<file path="src/logic/rss_pkg.sv">
// Purpose: Shared constants of the regulator start-up sequencer.
// Assumes: 20 MHz clock; register bytes reached over the two-wire bus.
// Notes: Offsets, field positions, reset values and timing counts.
package rss_pkg;
	localparam logic [7:0] REG_PART_ID   = 8'h04;
	localparam logic [7:0] REG_TGT_UPPER = 8'h12;
	localparam logic [7:0] REG_TGT_LOWER = 8'h13;
	localparam logic [7:0] REG_RAMP_STOP = 8'h14;
	localparam logic [7:0] REG_IO_LEVEL  = 8'h1a;
	localparam logic [7:0] REG_STOP_ARM  = 8'h1c;
	localparam logic [7:0] REG_BASE_ID   = 8'h20;

	localparam int BIT_OK_MODE   = 0;
	localparam int BIT_RAMP_FAST = 1;
	localparam int BIT_STOP_REQ  = 2;
	localparam int BIT_IO_HIGH   = 1;
	localparam int BIT_STOP_ARM  = 3;

	localparam logic [7:0] RST_BASE_ID   = 8'h08;
	localparam logic [7:0] RST_RAMP_STOP = 8'h01;
	localparam logic [7:0] RST_IO_LEVEL  = 8'h00;
	localparam logic [7:0] RST_STOP_ARM  = 8'h00;
	localparam logic [7:0] RST_TGT_UPPER = 8'h01;
	localparam logic [7:0] RST_TGT_LOWER = 8'h04;
	localparam logic [7:0] STOP_BITS_CLR = 8'hf3;

	// Non-volatile word index of each working register.
	localparam logic [2:0] NVM_BASE_ID   = 3'h0;
	localparam logic [2:0] NVM_TGT_UPPER = 3'h1;
	localparam logic [2:0] NVM_TGT_LOWER = 3'h2;
	localparam logic [2:0] NVM_RAMP_STOP = 3'h3;
	localparam logic [2:0] NVM_IO_LEVEL  = 3'h4;
	localparam logic [2:0] NVM_STOP_ARM  = 3'h5;
	localparam logic [2:0] NVM_LAST      = 3'h5;

	// Level arithmetic in millivolts; ramp timing in nanoseconds and clock cycles.
	localparam int STEP_MV   = 10;
	localparam int OFFSET_MV = 800;
	localparam int CLK_NS    = 50;
	localparam int SLOW_NS_PER_MV = 1000;
	localparam int FAST_NS_PER_MV = 500;
	localparam logic [4:0] SLOW_CYC = 5'(SLOW_NS_PER_MV / CLK_NS);
	localparam logic [4:0] FAST_CYC = 5'(FAST_NS_PER_MV / CLK_NS);

	typedef enum logic [1:0] {SQ_LOCK, SQ_LOAD, SQ_STRAP, SQ_READY} rss_seq_t;
	typedef enum logic [2:0] {PH_OFF, PH_WAIT, PH_RUN, PH_STOP, PH_PARK} rss_phase_t;
	typedef enum logic [2:0] {
		BS_IDLE, BS_ADDR, BS_ACK_A, BS_WR, BS_ACK_W, BS_RD, BS_ACK_R
	} rss_bus_t;
endpackage : rss_pkg

</file>
<file path="src/logic/rss_sequencer.sv">
// Purpose: Start-up, addressing and shut-down sequencer of a step-down regulator.
// Assumes: All inputs synchronous to clock; bus pins sampled at 20 MHz.
// Notes: Bus data pin is open drain; enable high pulls it low.
`timescale 1ns/1ps
module rss_sequencer #(
	parameter logic [7:0] PART_ID = 8'h5a, // Arbitrary value.
	parameter int         LW      = 13
) (
	// Clock and reset
	input  wire logic          clock,
	input  wire logic          srst,
	// Supply lockout and enable
	input  wire logic          supply_lockout_level,
	input  wire logic          enable_in,
	// Non-volatile memory read port, data valid one cycle after request
	output logic               nvm_rd_en,
	output logic         [2:0] nvm_addr,
	input  wire logic    [7:0] nvm_rdata,
	// Address strap comparators, thermometer coded
	input  wire logic    [2:0] strap_thermo,
	// Two-wire bus
	input  wire logic          scl_in,
	input  wire logic          sda_in,
	output logic               sda_out,
	output logic               sda_oe,
	// Regulation
	input  wire logic [LW-1:0] output_sense_input,
	output logic      [LW-1:0] ref_level_mv,
	output logic               high_side_pulse,
	output logic               low_side_pulse,
	output logic               drivers_on,
	output logic               min_on_time,
	output logic               protect_enable,
	output logic               output_ok_flag,
	output logic               io_level_high,
	output logic               init_done
);
	rss_pkg::rss_seq_t   seq_r;
	rss_pkg::rss_phase_t ph_r;
	rss_pkg::rss_bus_t   bs_r;

	logic [7:0] base_id_r, tgt_up_r, tgt_lo_r, ramp_stop_r, io_lvl_r, stop_arm_r;
	logic [2:0] ld_idx_r;
	logic       ld_vld_r;
	logic [1:0] offset_r;
	logic [1:0] ones;
	logic [6:0] dev_addr;
	logic [LW-1:0] target_mv;
	logic       stop_both, ramp_clear, ramp_up, ramp_down, at_zero;

	// Bus engine state.
	logic       scl_p, sda_p;
	logic       start_c, stop_c, rise_c, fall_c;
	logic [3:0] cnt_r;
	logic [7:0] sh_r, tx_r, ptr_r;
	logic       rw_r, first_r, nack_r;
	logic       wr_stb_r;
	logic [7:0] wr_addr_r, wr_data_r;
	logic [7:0] rd_data;

	// Start-up: lockout, memory load, strap sampling.
	always_ff @(posedge clock) begin
		if (srst || !supply_lockout_level) begin
			seq_r    <= rss_pkg::SQ_LOCK;
			ld_idx_r <= 3'h0;
			ld_vld_r <= 1'b0;
		end else begin
			ld_vld_r <= (seq_r == rss_pkg::SQ_LOAD);
			case (seq_r)
				rss_pkg::SQ_LOCK: begin
					seq_r <= rss_pkg::SQ_LOAD;
				end
				rss_pkg::SQ_LOAD: begin
					if (ld_idx_r == rss_pkg::NVM_LAST) begin
						seq_r <= rss_pkg::SQ_STRAP;
					end else begin
						ld_idx_r <= ld_idx_r + 3'h1;
					end
				end
				rss_pkg::SQ_STRAP: begin
					seq_r <= rss_pkg::SQ_READY;
				end
				default: begin
					seq_r <= seq_r;
				end
			endcase
		end
	end

	always_ff @(posedge clock) begin
		if (srst) begin
			nvm_rd_en <= 1'b0;
			nvm_addr  <= 3'h0;
			init_done <= 1'b0;
		end else begin
			nvm_rd_en <= supply_lockout_level && (seq_r == rss_pkg::SQ_LOAD);
			nvm_addr  <= ld_idx_r;
			init_done <= supply_lockout_level && (seq_r == rss_pkg::SQ_READY);
		end
	end

	// Comparators give a thermometer code; the count of ones is the offset.
	assign ones = 2'(strap_thermo[0]) + 2'(strap_thermo[1]) + 2'(strap_thermo[2]);

	always_ff @(posedge clock) begin
		if (srst) begin
			offset_r <= 2'h0;
		end else if (seq_r == rss_pkg::SQ_STRAP) begin
			offset_r <= ones;
		end
	end

	assign dev_addr = base_id_r[6:0] + 7'(offset_r);

	// Working registers: memory load, then host writes.
	always_ff @(posedge clock) begin
		if (srst) begin
			base_id_r   <= rss_pkg::RST_BASE_ID;
			tgt_up_r    <= rss_pkg::RST_TGT_UPPER;
			tgt_lo_r    <= rss_pkg::RST_TGT_LOWER;
			ramp_stop_r <= rss_pkg::RST_RAMP_STOP;
			io_lvl_r    <= rss_pkg::RST_IO_LEVEL;
			stop_arm_r  <= rss_pkg::RST_STOP_ARM;
		end else if (ld_vld_r) begin
			case (nvm_addr)
				rss_pkg::NVM_BASE_ID:   base_id_r   <= nvm_rdata;
				rss_pkg::NVM_TGT_UPPER: tgt_up_r    <= nvm_rdata & 8'h01;
				rss_pkg::NVM_TGT_LOWER: tgt_lo_r    <= nvm_rdata;
				rss_pkg::NVM_RAMP_STOP: ramp_stop_r <= nvm_rdata & rss_pkg::STOP_BITS_CLR;
				rss_pkg::NVM_IO_LEVEL:  io_lvl_r    <= nvm_rdata;
				rss_pkg::NVM_STOP_ARM:  stop_arm_r  <= nvm_rdata & rss_pkg::STOP_BITS_CLR;
				default: begin
					base_id_r <= base_id_r;
				end
			endcase
		end else if (wr_stb_r) begin
			case (wr_addr_r)
				rss_pkg::REG_TGT_UPPER: tgt_up_r    <= wr_data_r & 8'h01;
				rss_pkg::REG_TGT_LOWER: tgt_lo_r    <= wr_data_r;
				rss_pkg::REG_RAMP_STOP: ramp_stop_r <= wr_data_r;
				rss_pkg::REG_IO_LEVEL:  io_lvl_r    <= wr_data_r;
				rss_pkg::REG_STOP_ARM:  stop_arm_r  <= wr_data_r;
				rss_pkg::REG_BASE_ID:   base_id_r   <= wr_data_r;
				default: begin
					base_id_r <= base_id_r;
				end
			endcase
		end
	end

	always_comb begin
		case (ptr_r)
			rss_pkg::REG_PART_ID:   rd_data = PART_ID;
			rss_pkg::REG_TGT_UPPER: rd_data = tgt_up_r;
			rss_pkg::REG_TGT_LOWER: rd_data = tgt_lo_r;
			rss_pkg::REG_RAMP_STOP: rd_data = ramp_stop_r;
			rss_pkg::REG_IO_LEVEL:  rd_data = io_lvl_r;
			rss_pkg::REG_STOP_ARM:  rd_data = stop_arm_r;
			rss_pkg::REG_BASE_ID:   rd_data = base_id_r;
			default:                rd_data = 8'h00;
		endcase
	end

	// Bus engine. One sample of history is enough since the pins are clean here.
	assign start_c = scl_in && scl_p && sda_p && !sda_in;
	assign stop_c  = scl_in && scl_p && !sda_p && sda_in;
	assign rise_c  = scl_in && !scl_p;
	assign fall_c  = !scl_in && scl_p;

	always_ff @(posedge clock) begin
		if (srst) begin
			scl_p <= 1'b1;
			sda_p <= 1'b1;
		end else begin
			scl_p <= scl_in;
			sda_p <= sda_in;
		end
	end

	always_ff @(posedge clock) begin
		if (srst) begin
			bs_r      <= rss_pkg::BS_IDLE;
			cnt_r     <= 4'h0;
			sh_r      <= 8'h00;
			tx_r      <= 8'h00;
			ptr_r     <= 8'h00;
			rw_r      <= 1'b0;
			first_r   <= 1'b0;
			nack_r    <= 1'b0;
			sda_oe    <= 1'b0;
			sda_out   <= 1'b0;
			wr_stb_r  <= 1'b0;
			wr_addr_r <= 8'h00;
			wr_data_r <= 8'h00;
		end else begin
			sda_out  <= 1'b0;
			wr_stb_r <= 1'b0;
			if (!init_done || stop_c) begin
				bs_r   <= rss_pkg::BS_IDLE;
				sda_oe <= 1'b0;
			end else if (start_c) begin
				bs_r    <= rss_pkg::BS_ADDR;
				cnt_r   <= 4'h0;
				first_r <= 1'b1;
				sda_oe  <= 1'b0;
			end else if (rise_c) begin
				if (bs_r == rss_pkg::BS_ADDR || bs_r == rss_pkg::BS_WR) begin
					sh_r  <= {sh_r[6:0], sda_in};
					cnt_r <= cnt_r + 4'h1;
				end else if (bs_r == rss_pkg::BS_RD) begin
					cnt_r <= cnt_r + 4'h1;
				end else if (bs_r == rss_pkg::BS_ACK_R) begin
					nack_r <= sda_in;
				end
			end else if (fall_c) begin
				case (bs_r)
					rss_pkg::BS_ADDR: begin
						if (cnt_r == 4'h8) begin
							if (sh_r[7:1] == dev_addr) begin
								bs_r   <= rss_pkg::BS_ACK_A;
								rw_r   <= sh_r[0];
								sda_oe <= 1'b1;
							end else begin
								bs_r <= rss_pkg::BS_IDLE;
							end
						end
					end
					rss_pkg::BS_ACK_A, rss_pkg::BS_ACK_R: begin
						cnt_r <= 4'h0;
						if (bs_r == rss_pkg::BS_ACK_R && nack_r) begin
							bs_r   <= rss_pkg::BS_IDLE;
							sda_oe <= 1'b0;
						end else if (rw_r) begin
							bs_r   <= rss_pkg::BS_RD;
							tx_r   <= rd_data;
							sda_oe <= !rd_data[7];
							ptr_r  <= ptr_r + 8'h01;
						end else begin
							bs_r   <= rss_pkg::BS_WR;
							sda_oe <= 1'b0;
						end
					end
					rss_pkg::BS_WR: begin
						if (cnt_r == 4'h8) begin
							bs_r    <= rss_pkg::BS_ACK_W;
							sda_oe  <= 1'b1;
							first_r <= 1'b0;
							if (first_r) begin
								ptr_r <= sh_r;
							end else begin
								wr_stb_r  <= 1'b1;
								wr_addr_r <= ptr_r;
								wr_data_r <= sh_r;
								ptr_r     <= ptr_r + 8'h01;
							end
						end
					end
					rss_pkg::BS_ACK_W: begin
						bs_r   <= rss_pkg::BS_WR;
						cnt_r  <= 4'h0;
						sda_oe <= 1'b0;
					end
					rss_pkg::BS_RD: begin
						if (cnt_r == 4'h8) begin
							bs_r   <= rss_pkg::BS_ACK_R;
							sda_oe <= 1'b0;
						end else begin
							tx_r   <= {tx_r[6:0], 1'b0};
							sda_oe <= !tx_r[6];
						end
					end
					default: begin
						sda_oe <= 1'b0;
					end
				endcase
			end
		end
	end

	// Regulation sequence.
	assign target_mv = LW'({tgt_up_r[0], tgt_lo_r}) * LW'(rss_pkg::STEP_MV)
		+ LW'(rss_pkg::OFFSET_MV);
	assign stop_both = ramp_stop_r[rss_pkg::BIT_STOP_REQ]
		&& stop_arm_r[rss_pkg::BIT_STOP_ARM];
	assign ramp_clear = !enable_in || !init_done || (ph_r == rss_pkg::PH_OFF)
		|| (ph_r == rss_pkg::PH_PARK);
	assign ramp_up    = (ph_r == rss_pkg::PH_WAIT) || (ph_r == rss_pkg::PH_RUN);
	assign ramp_down  = (ph_r == rss_pkg::PH_STOP);

	rss_ramp #(
		.W(LW)
	) u_ramp (
		.clock   (clock),
		.srst    (srst),
		.clear   (ramp_clear),
		.go_up   (ramp_up),
		.go_down (ramp_down),
		.fast    (ramp_stop_r[rss_pkg::BIT_RAMP_FAST]),
		.target  (target_mv),
		.level   (ref_level_mv),
		.at_zero (at_zero)
	);

	always_ff @(posedge clock) begin
		if (srst || !enable_in || !init_done) begin
			ph_r            <= rss_pkg::PH_OFF;
			drivers_on      <= 1'b0;
			high_side_pulse <= 1'b0;
			low_side_pulse  <= 1'b0;
			output_ok_flag  <= 1'b0;
		end else begin
			high_side_pulse <= 1'b0;
			low_side_pulse  <= high_side_pulse;
			case (ph_r)
				rss_pkg::PH_OFF: begin
					ph_r <= stop_both ? rss_pkg::PH_PARK : rss_pkg::PH_WAIT;
				end
				rss_pkg::PH_WAIT: begin
					if (ref_level_mv > output_sense_input) begin
						ph_r            <= rss_pkg::PH_RUN;
						drivers_on      <= 1'b1;
						high_side_pulse <= 1'b1;
					end
				end
				rss_pkg::PH_RUN: begin
					output_ok_flag <= 1'b1;
					if (stop_both) begin
						ph_r <= rss_pkg::PH_STOP;
					end
				end
				rss_pkg::PH_STOP: begin
					if (!stop_both) begin
						ph_r <= rss_pkg::PH_RUN;
					end else if (at_zero) begin
						ph_r           <= rss_pkg::PH_PARK;
						drivers_on     <= 1'b0;
						output_ok_flag <= 1'b0;
					end
				end
				rss_pkg::PH_PARK: begin
					if (!stop_both) begin
						ph_r <= rss_pkg::PH_WAIT;
					end
				end
				default: begin
					ph_r <= rss_pkg::PH_OFF;
				end
			endcase
		end
	end

	// Protection must never lapse while the reference moves or the stage switches.
	always_ff @(posedge clock) begin
		if (srst) begin
			protect_enable <= 1'b0;
			min_on_time    <= 1'b0;
			io_level_high  <= 1'b0;
		end else begin
			protect_enable <= (ph_r != rss_pkg::PH_OFF) && (ph_r != rss_pkg::PH_PARK);
			min_on_time    <= drivers_on && (output_sense_input < target_mv);
			io_level_high  <= io_lvl_r[rss_pkg::BIT_IO_HIGH];
		end
	end
endmodule : rss_sequencer

</file>
<file path="src/logic/rss_ramp.sv">
// Purpose: Soft-start reference level stepping one millivolt at a time.
// Assumes: Target and level in millivolts; clear wins over all else.
// Notes: Falling target is followed down at the same rate.
`timescale 1ns/1ps
module rss_ramp #(
	parameter int W = 13
) (
	// Clock and reset
	input  wire logic         clock,
	input  wire logic         srst,
	// Control
	input  wire logic         clear,
	input  wire logic         go_up,
	input  wire logic         go_down,
	input  wire logic         fast,
	input  wire logic [W-1:0] target,
	// Level
	output logic      [W-1:0] level,
	output logic              at_zero
);
	logic [4:0] div_r;
	logic       step;

	assign step = (div_r == 5'h00);

	always_ff @(posedge clock) begin
		if (srst || clear || !(go_up || go_down)) begin
			div_r <= 5'h00;
		end else if (step) begin
			div_r <= (fast ? rss_pkg::FAST_CYC : rss_pkg::SLOW_CYC) - 5'h01;
		end else begin
			div_r <= div_r - 5'h01;
		end
	end

	always_ff @(posedge clock) begin
		if (srst || clear) begin
			level <= '0;
		end else if (step && go_down) begin
			if (level != '0) begin
				level <= level - W'(1);
			end
		end else if (step && go_up) begin
			if (level < target) begin
				level <= level + W'(1);
			end else if (level > target) begin
				level <= level - W'(1);
			end
		end
	end

	always_ff @(posedge clock) begin
		if (srst || clear) begin
			at_zero <= 1'b1;
		end else begin
			at_zero <= (level == '0) || (step && go_down && level == W'(1));
		end
	end
endmodule : rss_ramp

</file>
<file path="config.mk">
export PLATFORM = sky130hd
export DESIGN_NAME = rss_sequencer
export DESIGN_NICKNAME = d
export VERILOG_FILES = /design/src/logic/rss_pkg.sv /design/src/logic/rss_sequencer.sv /design/src/logic/rss_ramp.sv
export SDC_FILE = /design/constraint.sdc
export NUM_CORES = 1
export LEC_CHECK = 0
export BUFFER_PORTS_ARGS = -buffer_cell sky130_fd_sc_hd__buf_2
export CORE_UTILIZATION = 45
export DETAILED_ROUTE_END_ITERATION = 12
export PLACE_DENSITY = 0.63
export SLEW_MARGIN = 40
export SYNTH_ARGS = -nofsm -noshare
export SYNTH_HDL_FRONTEND = slang
export SYNTH_SLANG_ARGS = --single-unit
</file>
<file path="constraint.sdc">
create_clock -name clock -period 6.1 [get_ports clock]
set_input_delay 0.61 -clock clock [delete_from_list [all_inputs] [get_ports clock]]
set_output_delay 0.61 -clock clock [all_outputs]
set_load 0.01 [all_outputs]
</file>
# ---- Word level (Yosys, flattened, before mapping)
# Cells that the tools add are included.
dict set report classes {
  mul 1
  bitwise 11
  addsub 11
  n_mux 85
  n_reduce_logical 96
  eq_ne 62
  n_lt_le_gt_ge 4
}
# operator count
set ops {}
lappend ops {{$mux W8} 28}
lappend ops {{$eq A8 B5 Y1 const B} 10}
lappend ops {{$mux W13} 5}
lappend ops {{$pmux W8 S7} 1}
lappend ops {{$mux W3} 11}
lappend ops {{$pmux W3 S5} 2}
lappend ops {{$reduce_bool A2 Y1} 15}
lappend ops {{$gt A13 B13 Y1} 2}
lappend ops {{$lt A13 B13 Y1} 2}
lappend ops {{$mux W4} 6}
lappend ops {{$reduce_and A3 Y1} 8}
lappend ops {{$ne A2 B1 Y1 const B} 11}
lappend ops {{$eq A3 B3 Y1 const B} 7}
lappend ops {{$mux W7} 3}
lappend ops {{$ne A2 B2 Y1 const B} 10}
lappend ops {{$mux W1} 19}
lappend ops {{$eq A3 B2 Y1 const B} 6}
lappend ops {{$reduce_and A6 Y1} 3}
lappend ops {{$eq A8 B6 Y1 const B} 2}
lappend ops {{$logic_and A1 B1 Y1} 16}
lappend ops {{$pmux W8 S2} 1}
lappend ops {{$reduce_and A4 Y1} 4}
lappend ops {{$reduce_and A8 Y1} 2}
lappend ops {{$reduce_bool A3 Y1} 5}
lappend ops {{43 further kinds} 91}
dict set report totals {
  regBits 143
}

# ---- Longest topological paths before layout
# Gate-level depths: netlist (run 1).
dict set report depth {
  depth_word 8
  ltp_mapped 18
  depth_no_buf 17
}

# ---- Cells and area by module
# From an unflattened synthesis (run 1), not the netlist that was laid out.
dict set report unflattened {
  cells_unflattened 1023
  hier_area_um2 8516.9
}
# module area_per_inst_um2 seq_area_each_um2 instances cells_per_inst
set by_module_without_submodules {}
lappend by_module_without_submodules {rss_sequencer 6911.6 2342.2 1 817}
lappend by_module_without_submodules {rss_ramp 1605.3 380.4 1 206}

# ---- Least setup slack after synthesis (run 1)
# Ideal clock, no wire load.
dict set report synth_path {
  path_kind {register -> register}
  startpoint {reg tgt_lo_r[3]}
  endpoint {reg u_ramp.level[8]}
  arrival_ns 4.459
  setup_time_ns 0.070
  path_buffers 0
  stages_incl_launch_ff 18
  path_slack_ns 1.571
  t_required_ns 6.030
  path_cell_list {dfxtp_1 -> ha_1 -> ha_1 -> fa_1 -> a211oi_2 -> o21bai_1 -> a32oi_1 -> xor2_1 -> ha_1 -> o21a_1 -> o21a_1 -> a311o_1 -> o31ai_2 -> a21oi_1 -> a2111oi_4 -> mux2_2 -> or3_1 -> a21oi_1}
}
dict set report synth_between {
  elab_chain_cells 6
  elab_cells_between_ends 9
  cone_classes {add/sub: 1; mul: 1; order compare: 2; mux: 3; reduce/logical: 2}
}
# item line
set synth_rtl {}
lappend synth_rtl {{start: declaration} rss_sequencer.sv:42} ;# logic [7:0] base_id_r, tgt_up_r, tgt_lo_r, ramp_stop_r, io_lvl_r, stop_arm_r;
lappend synth_rtl {{start signal: assignment} rss_sequencer.sv:120} ;# tgt_lo_r <= rss_pkg::RST_TGT_LOWER;
lappend synth_rtl {{start signal: assignment} rss_sequencer.sv:128} ;# rss_pkg::NVM_TGT_LOWER: tgt_lo_r <= nvm_rdata;
lappend synth_rtl {{start signal: assignment} rss_sequencer.sv:139} ;# rss_pkg::REG_TGT_LOWER: tgt_lo_r <= wr_data_r;
lappend synth_rtl {{$mul A9 B3 Y12 *} rss_sequencer.sv:281} ;# assign target_mv = LW'({tgt_up_r[0], tgt_lo_r}) * LW'(rss_pkg::STEP_MV)
lappend synth_rtl {{$add A13 B10 Y13 *} rss_sequencer.sv:282} ;# + LW'(rss_pkg::OFFSET_MV);
lappend synth_rtl {{$lt A13 B13 Y1} rss_ramp.sv:44} ;# if (level < target) begin
lappend synth_rtl {{$mux W13} rss_ramp.sv:44}
lappend synth_rtl {{$mux W13} rss_ramp.sv:43} ;# end else if (step && go_up) begin
lappend synth_rtl {{$mux W13} rss_ramp.sv:39} ;# end else if (step && go_down) begin
lappend synth_rtl {{end signal: assignment} rss_ramp.sv:41} ;# level <= level - W'(1);
lappend synth_rtl {{end signal: assignment} rss_ramp.sv:45} ;# level <= level + W'(1);
lappend synth_rtl {{end signal: assignment} rss_ramp.sv:47} ;# level <= level - W'(1);
lappend synth_rtl {{end: declaration} rss_ramp.sv:18} ;# output logic [W-1:0] level,
# Mark *: on every way between the ends. The rest lies on a longest branch, timed or not. The select of a mux whose other input is x is not followed.
# A chain may end at the register's enable or synchronous reset.

# ---- Worst setup path after layout (run 1)
# Ends and elaborated chain as after synthesis.

==> results of run 1 <==
## cells by family after synthesis
family          count (synthesis)  synth area share, %
compound gates                246                 20.3
xor+xnor                       23                 2.85
fa+ha+maj                      70                 11.1
buf+inv                        94                 4.44
flops                         136                 33.8
mux                            42                 5.27
other cells                     1               0.0465
simple gates                  381                 22.3
## synth_stat cells (all sizes together) (3+ instances only)
master	instances	area [um^2]
a2111oi	3	45.1
a211o	4	35.0
a211oi	32	250
a21o	3	22.5
a21oi	86	434
a221oi	8	70.1
a222oi	7	70.1
a22oi	6	45.0
a31oi	9	56.3
a32oi	4	35.0
and2	5	31.3
and3	19	119
buf	6	27.5
clkbuf	40	150
dfxtp	136	2720
fa	3	60.1
ha	65	813
inv	48	180
mux2	4	45.0
mux2i	38	380
nand2	90	338
nand2b	9	56.3
nand3	22	110
nand3b	3	22.5
nand4	10	62.6
nand4b	4	35.0
nor2	132	495
nor2b	18	113
nor3	30	150
nor3b	6	45.0
nor4	4	25.0
nor4b	3	26.3
o211ai	3	27.5
o21a	11	82.6
o21ai	40	200
o21bai	6	45.0
o31ai	5	42.5
or2	5	31.3
or3	18	113
xnor2	9	78.8
xor2	12	105
## area by class of cell
type / instances / area (um^2)
clock buffers: 19 / 453
clock inverters: 12 / 165
fillers: 1714 / 8260
inverters: 48 / 180
multi-input cells: 763 / 5010
flip-flops and latches: 136 / 2720
well taps: 225 / 282
repair buffers: 63 / 338
## path summary, 6_finish.rpt
| check | endpoint | slack, ns | depth (start not counted) | start |
|---|---|---|---|---|
| hold / removal | u_ramp.div_r[0] | 0.44 | 1 | u_ramp.div_r[0] |
| setup reg to reg | u_ramp.level[8] | 1.24 | 18 | tgt_lo_r[3] |
| setup / recovery | u_ramp.level[8] | 1.24 | 18 | tgt_lo_r[3] |
| hold reg to reg | u_ramp.div_r[0] | 0.44 | 1 | u_ramp.div_r[0] |
## critical path, cell delays in order (launching register included)
cell and delay (ns):
dfxtp_1 0.40, ha_1 0.27, ha_1 0.25, fa_1 0.43, a211oi_2 0.31, o21bai_1 0.15
a32oi_1 0.25, xor2_1 0.23, ha_1 0.28, o21a_1 0.12, o21a_1 0.10, a311o_1 0.33
o31ai_2 0.08, a21oi_1 0.15, a2111oi_4 0.36, buf_4 0.28, mux2_2 0.36, or3_1 0.30
a21oi_1 0.14
## metal layers
metal  part of all wire (%)  track usage, %  wire length [um]  up-vias
li1                       -               -                 -     3640
met5                      0               0                 0        -
met4                    1.4            8.33               294        0
met2                     45            36.2              9220      138
met1                     50            32.4             10200     3362
met3                    4.2            4.36               867       21
## power groups by stage
stage          registers, mW  clock network [mW]  logic [mW]
6_report               0.897                1.07      0.0636
5_1_grt                0.897                1.14      0.0720
4_1_cts                0.897                1.10      0.0637
3_5_place_dp           0.917                   0      0.0635
3_3_place_gp           0.917                   0      0.0635
2_1_floorplan          0.915                   0      0.0409
## metrics by stage
step                setup slack, ns  total power, mW  area, um^2  std cells  util (%)
finish                         1.24             2.03        9160       1266      52.6
global route                  0.900             2.11        9160       1266      52.6
floorplan                      1.57            0.956        8070        993         -
detailed placement             1.28            0.980        8530       1235      49.0
global placement               1.33            0.980        8510       1235      48.9
CTS                            1.25             2.06        9150       1266      52.5
## state kept, by name (all words and copies together), names as in the netlist, 8 cells and up
register,count
base_id_r,8
io_lvl_r,8
ptr_r,8
ramp_stop_r,8
sh_r,8
stop_arm_r,8
tgt_lo_r,8
u_ramp.level,13
wr_addr_r,8
wr_data_r,8
==> impl_summary.md, run 1 <==
Status
The run finished with clean final reports.

Final layout
The fraction of layout instances using a drive strength above 1 is 11.2%. The post-synthesis to final-layout area growth is 13.5%. In the layout the commonest cells are dfxtp_1 (136), nor2_1 (131), nand2_1 (90). The number of nets in the layout is 1127. The library cell used most frequently in the layout, excluding fill and tap cells, is dfxtp_1. The count of antenna diodes in the layout is 0.

Logic synthesis
The cell count after synthesis came out at 993. The number of synthesized register bits is 136. The number of flops mapped to enable cells by yosys is 0. Yosys mapped the design onto 72 distinct sky130hd cell types. The yosys synthesis warning count is 0. The fraction of synthesis flops using an asynchronous set or reset pin is 0%.

For this run, the leading register cell type out of synthesis is dfxtp_1. The synthesized netlist occupies a cell area of 8070 um^2. Synthesis produced a netlist with a net count of 1091.

The average instance in the mapped netlist occupies 8.12 um^2. For this run, the register share of the synthesized area comes to 33.8%.

GRT
The number of global-route vias before repair came to 6422. The combined global-route utilization of all metal layers is 23.4%. The number of antenna violations at the first check in global routing is 0. The global-route wire length before repair is 33600 um. Entering global routing, the biggest net connects 60 pins. Summed over all layers, the global routing overflow is 0.

Power and ir drop
The relative contribution of combinational cells to total power is 3.1%. The maximum VDD drop is 0.190 mV. Net switching is 22.1% of the power.

The leakage dissipation is 3.50 nW. Sequential cells account for 44.1% of the total power. The internal portion of the total power is 1.58 mW. The net switching power is 0.450 mW. The clock network fraction of design power is 52.8%. The cell area power density is 222 nW/um^2.

Timing
Static timing analysis puts the maximum clock frequency at 0.206 GHz. The worst clock skew is 0.0131 ns. Setup repair after global routing left no endpoint under its margin. The max-slew headroom at the worst pin is 44.2%. Across all hold checks on the routed design, the worst slack comes to 0.438 ns. Subtracting the final worst setup slack from the clock period gives 4.86 ns. For the pin with the worst max-slew slack, the measured transition is 0.815 ns. The final-layout setup total negative slack is 0 ns.

The final count of hold timing violations is 0. The worst path uses 79.7% of the clock period. The final number of max-transition violations was 0.

The number of setup violations in the final report is 0.

Floorplanning
From bottom edge to top edge, the die measures 136 um. The initialized floorplan defines 48 standard-cell rows. After floorplanning, the core was sized to cover 17400 um^2. The die covers 18500 um^2. The die width is 136 um.

The initial utilization of the core area, before any placement, comes to 46.3%. The number of top-level pins is 57.

Clock network
CTS placed an instance of clkbuf_16 at the clock tree root. After clock tree synthesis, the setup repair step added 0 buffers. The clock drives 136 sinks.

The clock tree from TritonCTS is yes. The clock passes through at most 2 buffers. The number of gates resized after CTS was 0. Clock tree synthesis inserted a total of 17 buffers. The total number of H-tree levels is 4. The clock transition at the register clock pins on the worst setup and hold paths after CTS is 0.07 ns. The count of hold-fix buffers inserted at cts is 0. The clock reaches the later pin of the worst-skew pair after 0.42 ns.

Critical path
The critical path required time is 6.46 ns. The critical path data arrival time is 5.22 ns. STA classifies the critical path endpoint as a register. The startpoint-to-endpoint class of the critical path is register to register. The worst-path maximum fanout is 17. The worst setup path is launched from a register.

Placement
Port buffering added 55 buffers. Summed over all nets, the half-perimeter wirelength after detailed placement is 15300 um. The congestion estimate from routability-driven global placement came to 0.874.

Detailed routing
Detailed routing inserted a total of 7161 vias. Before antenna repair, the detailed router went through 5 iterations. In this run, the number of DRC markers left after iteration 0 of detailed routing was 430. For this run, design rule violations remaining after detail routing come to 0. The average wire per cell in the routed design is 16.2 um. The via-per-instance ratio is 5.66. After detailed routing, the total wire length is 20600 um. The remaining number of nets flagged by the antenna check after routing is 0.

Min path
The class of the tightest hold or removal check is register to register.

Run
The number of maximum-capacitance violations is 0.
Note: power is estimated with default switching activity, not from simulation.
==> run 2: changes to the inputs <==
--- a/config.mk
+++ b/config.mk
@@ -8,7 +8,7 @@
 export BUFFER_PORTS_ARGS = -buffer_cell sky130_fd_sc_hd__buf_2
 export CORE_UTILIZATION = 45
 export DETAILED_ROUTE_END_ITERATION = 12
-export PLACE_DENSITY = 0.63
+export PLACE_DENSITY = 0.66
 export SLEW_MARGIN = 40
 export SYNTH_ARGS = -nofsm -noshare
 export SYNTH_HDL_FRONTEND = slang
==> constraint.sdc (replaced) <==
create_clock -name clock -period 4.28 [get_ports clock]
set_input_delay 0.428 -clock clock [delete_from_list [all_inputs] [get_ports clock]]
set_output_delay 0.428 -clock clock [all_outputs]
set_load 0.01 [all_outputs]
==> run 2 against run 1 <==
Effect of this change: the run now ends with setup timing left; via count grew 3.1%; sequential share of layout area is 1.1 points lower; die area is the same; count of clock-buffer cells in the layout decreased by 2; clock skew down 0.0049 ns; routed wire length grew 4.2%; final cell count up 2.2%; critical path depth is the same; clock power is 36% higher; combinational power is 43% higher; critical path type unchanged; largest power group unchanged.
==> impl_summary.md, run 2 (synthesized netlist as in run 1, its figures left out) <==
Status
Status: complete, but fails checks (was complete, no violations). The checks that failed: setup timing.

GRT
The global-route wire length before repair is 34300 um (was 33600 um). The total global routing overflow is 0 (unchanged). The number of antenna violations at the first check in global routing was 0 (unchanged). The combined global-route utilization of all metal layers is 23.8% (was 23.4%).

The largest net degree at the start of global routing came to 71 (was 60). The number of global-route vias before repair came to 6800 (was 6422).

Clock network
The total clock buffers created by CTS is 17 (unchanged). The clock tree from TritonCTS is yes (unchanged). The cell chosen for the clock root is clkbuf_16 (unchanged). The total number of H-tree levels was 4 (unchanged). The clock transition at the register clock pins on the worst setup and hold paths after CTS is 0.06 ns (was 0.07 ns). The clock network latency to the later pin of the worst-skew pair is 0.43 ns (was 0.42 ns).

The number of sinks handled by clock tree synthesis is 136 (unchanged). The maximum number of buffers from clock root to sink is 2 (unchanged).

Final layout
The fraction of layout instances using a drive strength above 1 was 16.3% (was 11.2%). The post-synthesis to final-layout area growth was 18.2% (was 13.5%). The register name with the most flops was u_ramp.level (unchanged). The post-route cell area is 9540 um^2 (was 9160 um^2). The filler cell count in the final layout is 1605 (was 1714). The number of nets in the layout came to 1154 (was 1127). The sequential cell area in the final layout is 2730 um^2 (was 2720 um^2). Top library cells by usage in the layout, fill and taps aside: nor2_1 (131), dfxtp_1 (131), nand2_1 (90) (was dfxtp_1 (136), nor2_1 (131), nand2_1 (90)). The area of the multi-input gates is 5220 um^2 (was 5010 um^2). The count of antenna diodes in the layout is 0 (unchanged). The final core utilization came to 54.8% (was 52.6%). The number of flip-flops under the largest register name was 13 (unchanged).

Timing
The upper clock frequency limit came to 0.233 GHz (was 0.206 GHz). The setup slack after layout is -0.0153 ns (was 1.24 ns). The final critical path time including I/O delays and setup is 4.30 ns (was 4.86 ns). The number of setup violations in the final report is 2 (was 0). The share of the cycle needed by the critical path after routing is 100% (was 79.7%). The final count of hold timing violations was 0 (unchanged). The max-slew headroom at the worst pin is 46.4% (was 44.2%). RSZ-0062 raised after global routing: yes (was no). The final number of max-transition violations is 0 (unchanged). The worst clock skew is 0.00823 ns (was 0.0131 ns). The worst-margin pin slew was 0.782 ns (was 0.815 ns).

Floorplanning
The number of top-level pins is 57 (unchanged). The area of the core was 17400 um^2 (unchanged). The floorplan die area was 18500 um^2 (unchanged).

The vertical die dimension is 136 um (unchanged). The number of rows created at floorplan was 48 (unchanged). The die width was 136 um (unchanged). The initial standard-cell utilization of the core is 46.3% (unchanged).

Detailed routing
The via-per-instance ratio is 5.71 (was 5.66). The met2 wirelength from detailed routing is 10300 um (was 9220 um). The average wire per cell in the routed design is 16.6 um (was 16.2 um). The remaining number of nets flagged by the antenna check after routing is 0 (unchanged).

The via total after detailed routing is 7383 (was 7161). The met1 wire length was 9480 um (was 10200 um). The number of design rule violations left after detail routing came to 0 (unchanged). The sum of met3 wire segment lengths after detailed routing is 1140 um (was 867 um). The uppermost layer routed is met4 (unchanged). The number of iterations in the first detailed-routing pass is 5 (unchanged). The initial DRC count is 427 (was 430). The total wirelength of the detailed-routed design is 21400 um (was 20600 um).

Power and ir drop
The cell area power density is 296 nW/um^2 (was 222 nW/um^2). The maximum VDD drop is 0.285 mV (was 0.190 mV). The total chip power was 2.82 mW (was 2.03 mW). The leakage dissipation was 3.67 nW (was 3.50 nW).

Critical path
The slack of the worst reg-to-reg path is -0.02 ns (was 1.24 ns). The endpoint of the worst register-to-register path is u_ramp.level[4] (was u_ramp.level[8]). The depth of the worst register-to-register path came to 18 (unchanged).

The startpoint-to-endpoint class of the critical path is register to register (unchanged). The kind of start point of the critical path was a register (unchanged). The type of element capturing the critical path is a register (unchanged). The critical path required time was 4.64 ns (was 6.46 ns). The source of the worst register-to-register timing path is tgt_lo_r[3] (unchanged). The worst-path maximum fanout is 5 (was 17).

The critical path data arrival time is 4.65 ns (was 5.22 ns).

Min path
The class of the tightest hold or removal check is input port to register (was register to register). The cell count of the worst hold path is 2 (was 1). The beginning of the worst hold path is sda_in (was u_ramp.div_r[0]). The worst hold endpoint is sda_p (was u_ramp.div_r[0]).

Placement
The count of input and output buffers came to 55 (unchanged). The placed cell area is 8740 um^2 (was 8530 um^2). The final weighted congestion in routability-driven placement is 0.871 (was 0.874). The total half-perimeter wirelength after legalization and detailed placement is 15400 um (was 15300 um).

Run
The number of maximum-capacitance violations is 0 (unchanged).
run 2: changes by cell type in the layout (fill, tap and decap cells not counted), moves of 4 or more:
cell / before / now
buf_4: 9 / 32
dfxtp_1: 136 / 131
ha_1: 65 / 58
ha_4: 0 / 5
inv_6: 3 / 7
run 2: worst max-delay path by stage:
stage / from / endpoint / slack, ns / depth (start not counted)
after floorplan: tgt_lo_r[1] / u_ramp.level[4] / 0.006 / 17
after global placement: tgt_lo_r[1] / u_ramp.level[6] / 0.03 / 18
after detailed placement: tgt_lo_r[2] / u_ramp.level[8] / -0.04 / 18
after CTS: tgt_lo_r[1] / u_ramp.level[8] / 0.00002 / 18
after global routing: tgt_lo_r[3] / u_ramp.level[4] / -0.21 / 18
final: tgt_lo_r[3] / u_ramp.level[4] / -0.02 / 18
run 2: report_power, final:
group / internal (mW) / leakage [nW] / switching, mW
sequential: 1.27 / 1.10 / 0.00720
combinational: 0.0360 / 2.29 / 0.0552
clock: 0.823 / 0.282 / 0.628
total: 2.13 / 3.67 / 0.691
run 2: worst max-delay path, cell delays in order, from the launching register on:
cell       delay [ns]
dfxtp_2          0.34
ha_1             0.33
ha_4             0.20
buf_4            0.14
a211oi_1         0.25
o21bai_1         0.22
a32oi_2          0.30
xor2_1           0.22
ha_1             0.27
o21a_1           0.12
o21a_1           0.10
a311o_1          0.31
o31ai_4          0.09
a21oi_2          0.11
a2111oi_4        0.31
buf_6            0.18
mux2_4           0.31
or3_4            0.33
a21oi_2          0.11
run 2: metal layers:
| layer | up-vias | GRT usage, % |
|---|---|---|
| li1 | 3717 | - |
| met1 | 3430 | 29.5 |
| met2 | 203 | 40.2 |
| met3 | 33 | 5.37 |
| met4 | 0 | 8.70 |
| met5 | - | 0 |
run 2: cell type report:
type / instances / area share (%)
Multi-Input combinational cell: 764 / 54.7
Sequential cell: 136 / 28.7
Timing Repair Buffer: 89 / 5.68
Clock buffer: 17 / 4.46
Tap cell: 225 / 2.95
Inverter: 48 / 1.89
Clock inverter: 15 / 1.61
run 2: timing repair:
action,CTS,global route
setup buffers,3,4
pin swaps,12,10
gates cloned,0,1
endpoints found under the setup margin,6,13
hold buffers,0,0
gates resized for setup,10,23
run 2: through the flow:
stage / hold WS [ns] / cells / TNS (ns) / setup WS [ns]
2_1_floorplan: 0.414 / 993 / 0 / 0.00550
6_report: 0.271 / 1294 / -0.0250 / -0.0153
5_1_grt: 0.285 / 1294 / -1.66 / -0.214
3_3_place_gp: 0.429 / 1254 / 0 / 0.0318
3_5_place_dp: 0.433 / 1255 / -0.0962 / -0.0354
4_1_cts: 0.258 / 1290 / 0 / 0.0000226
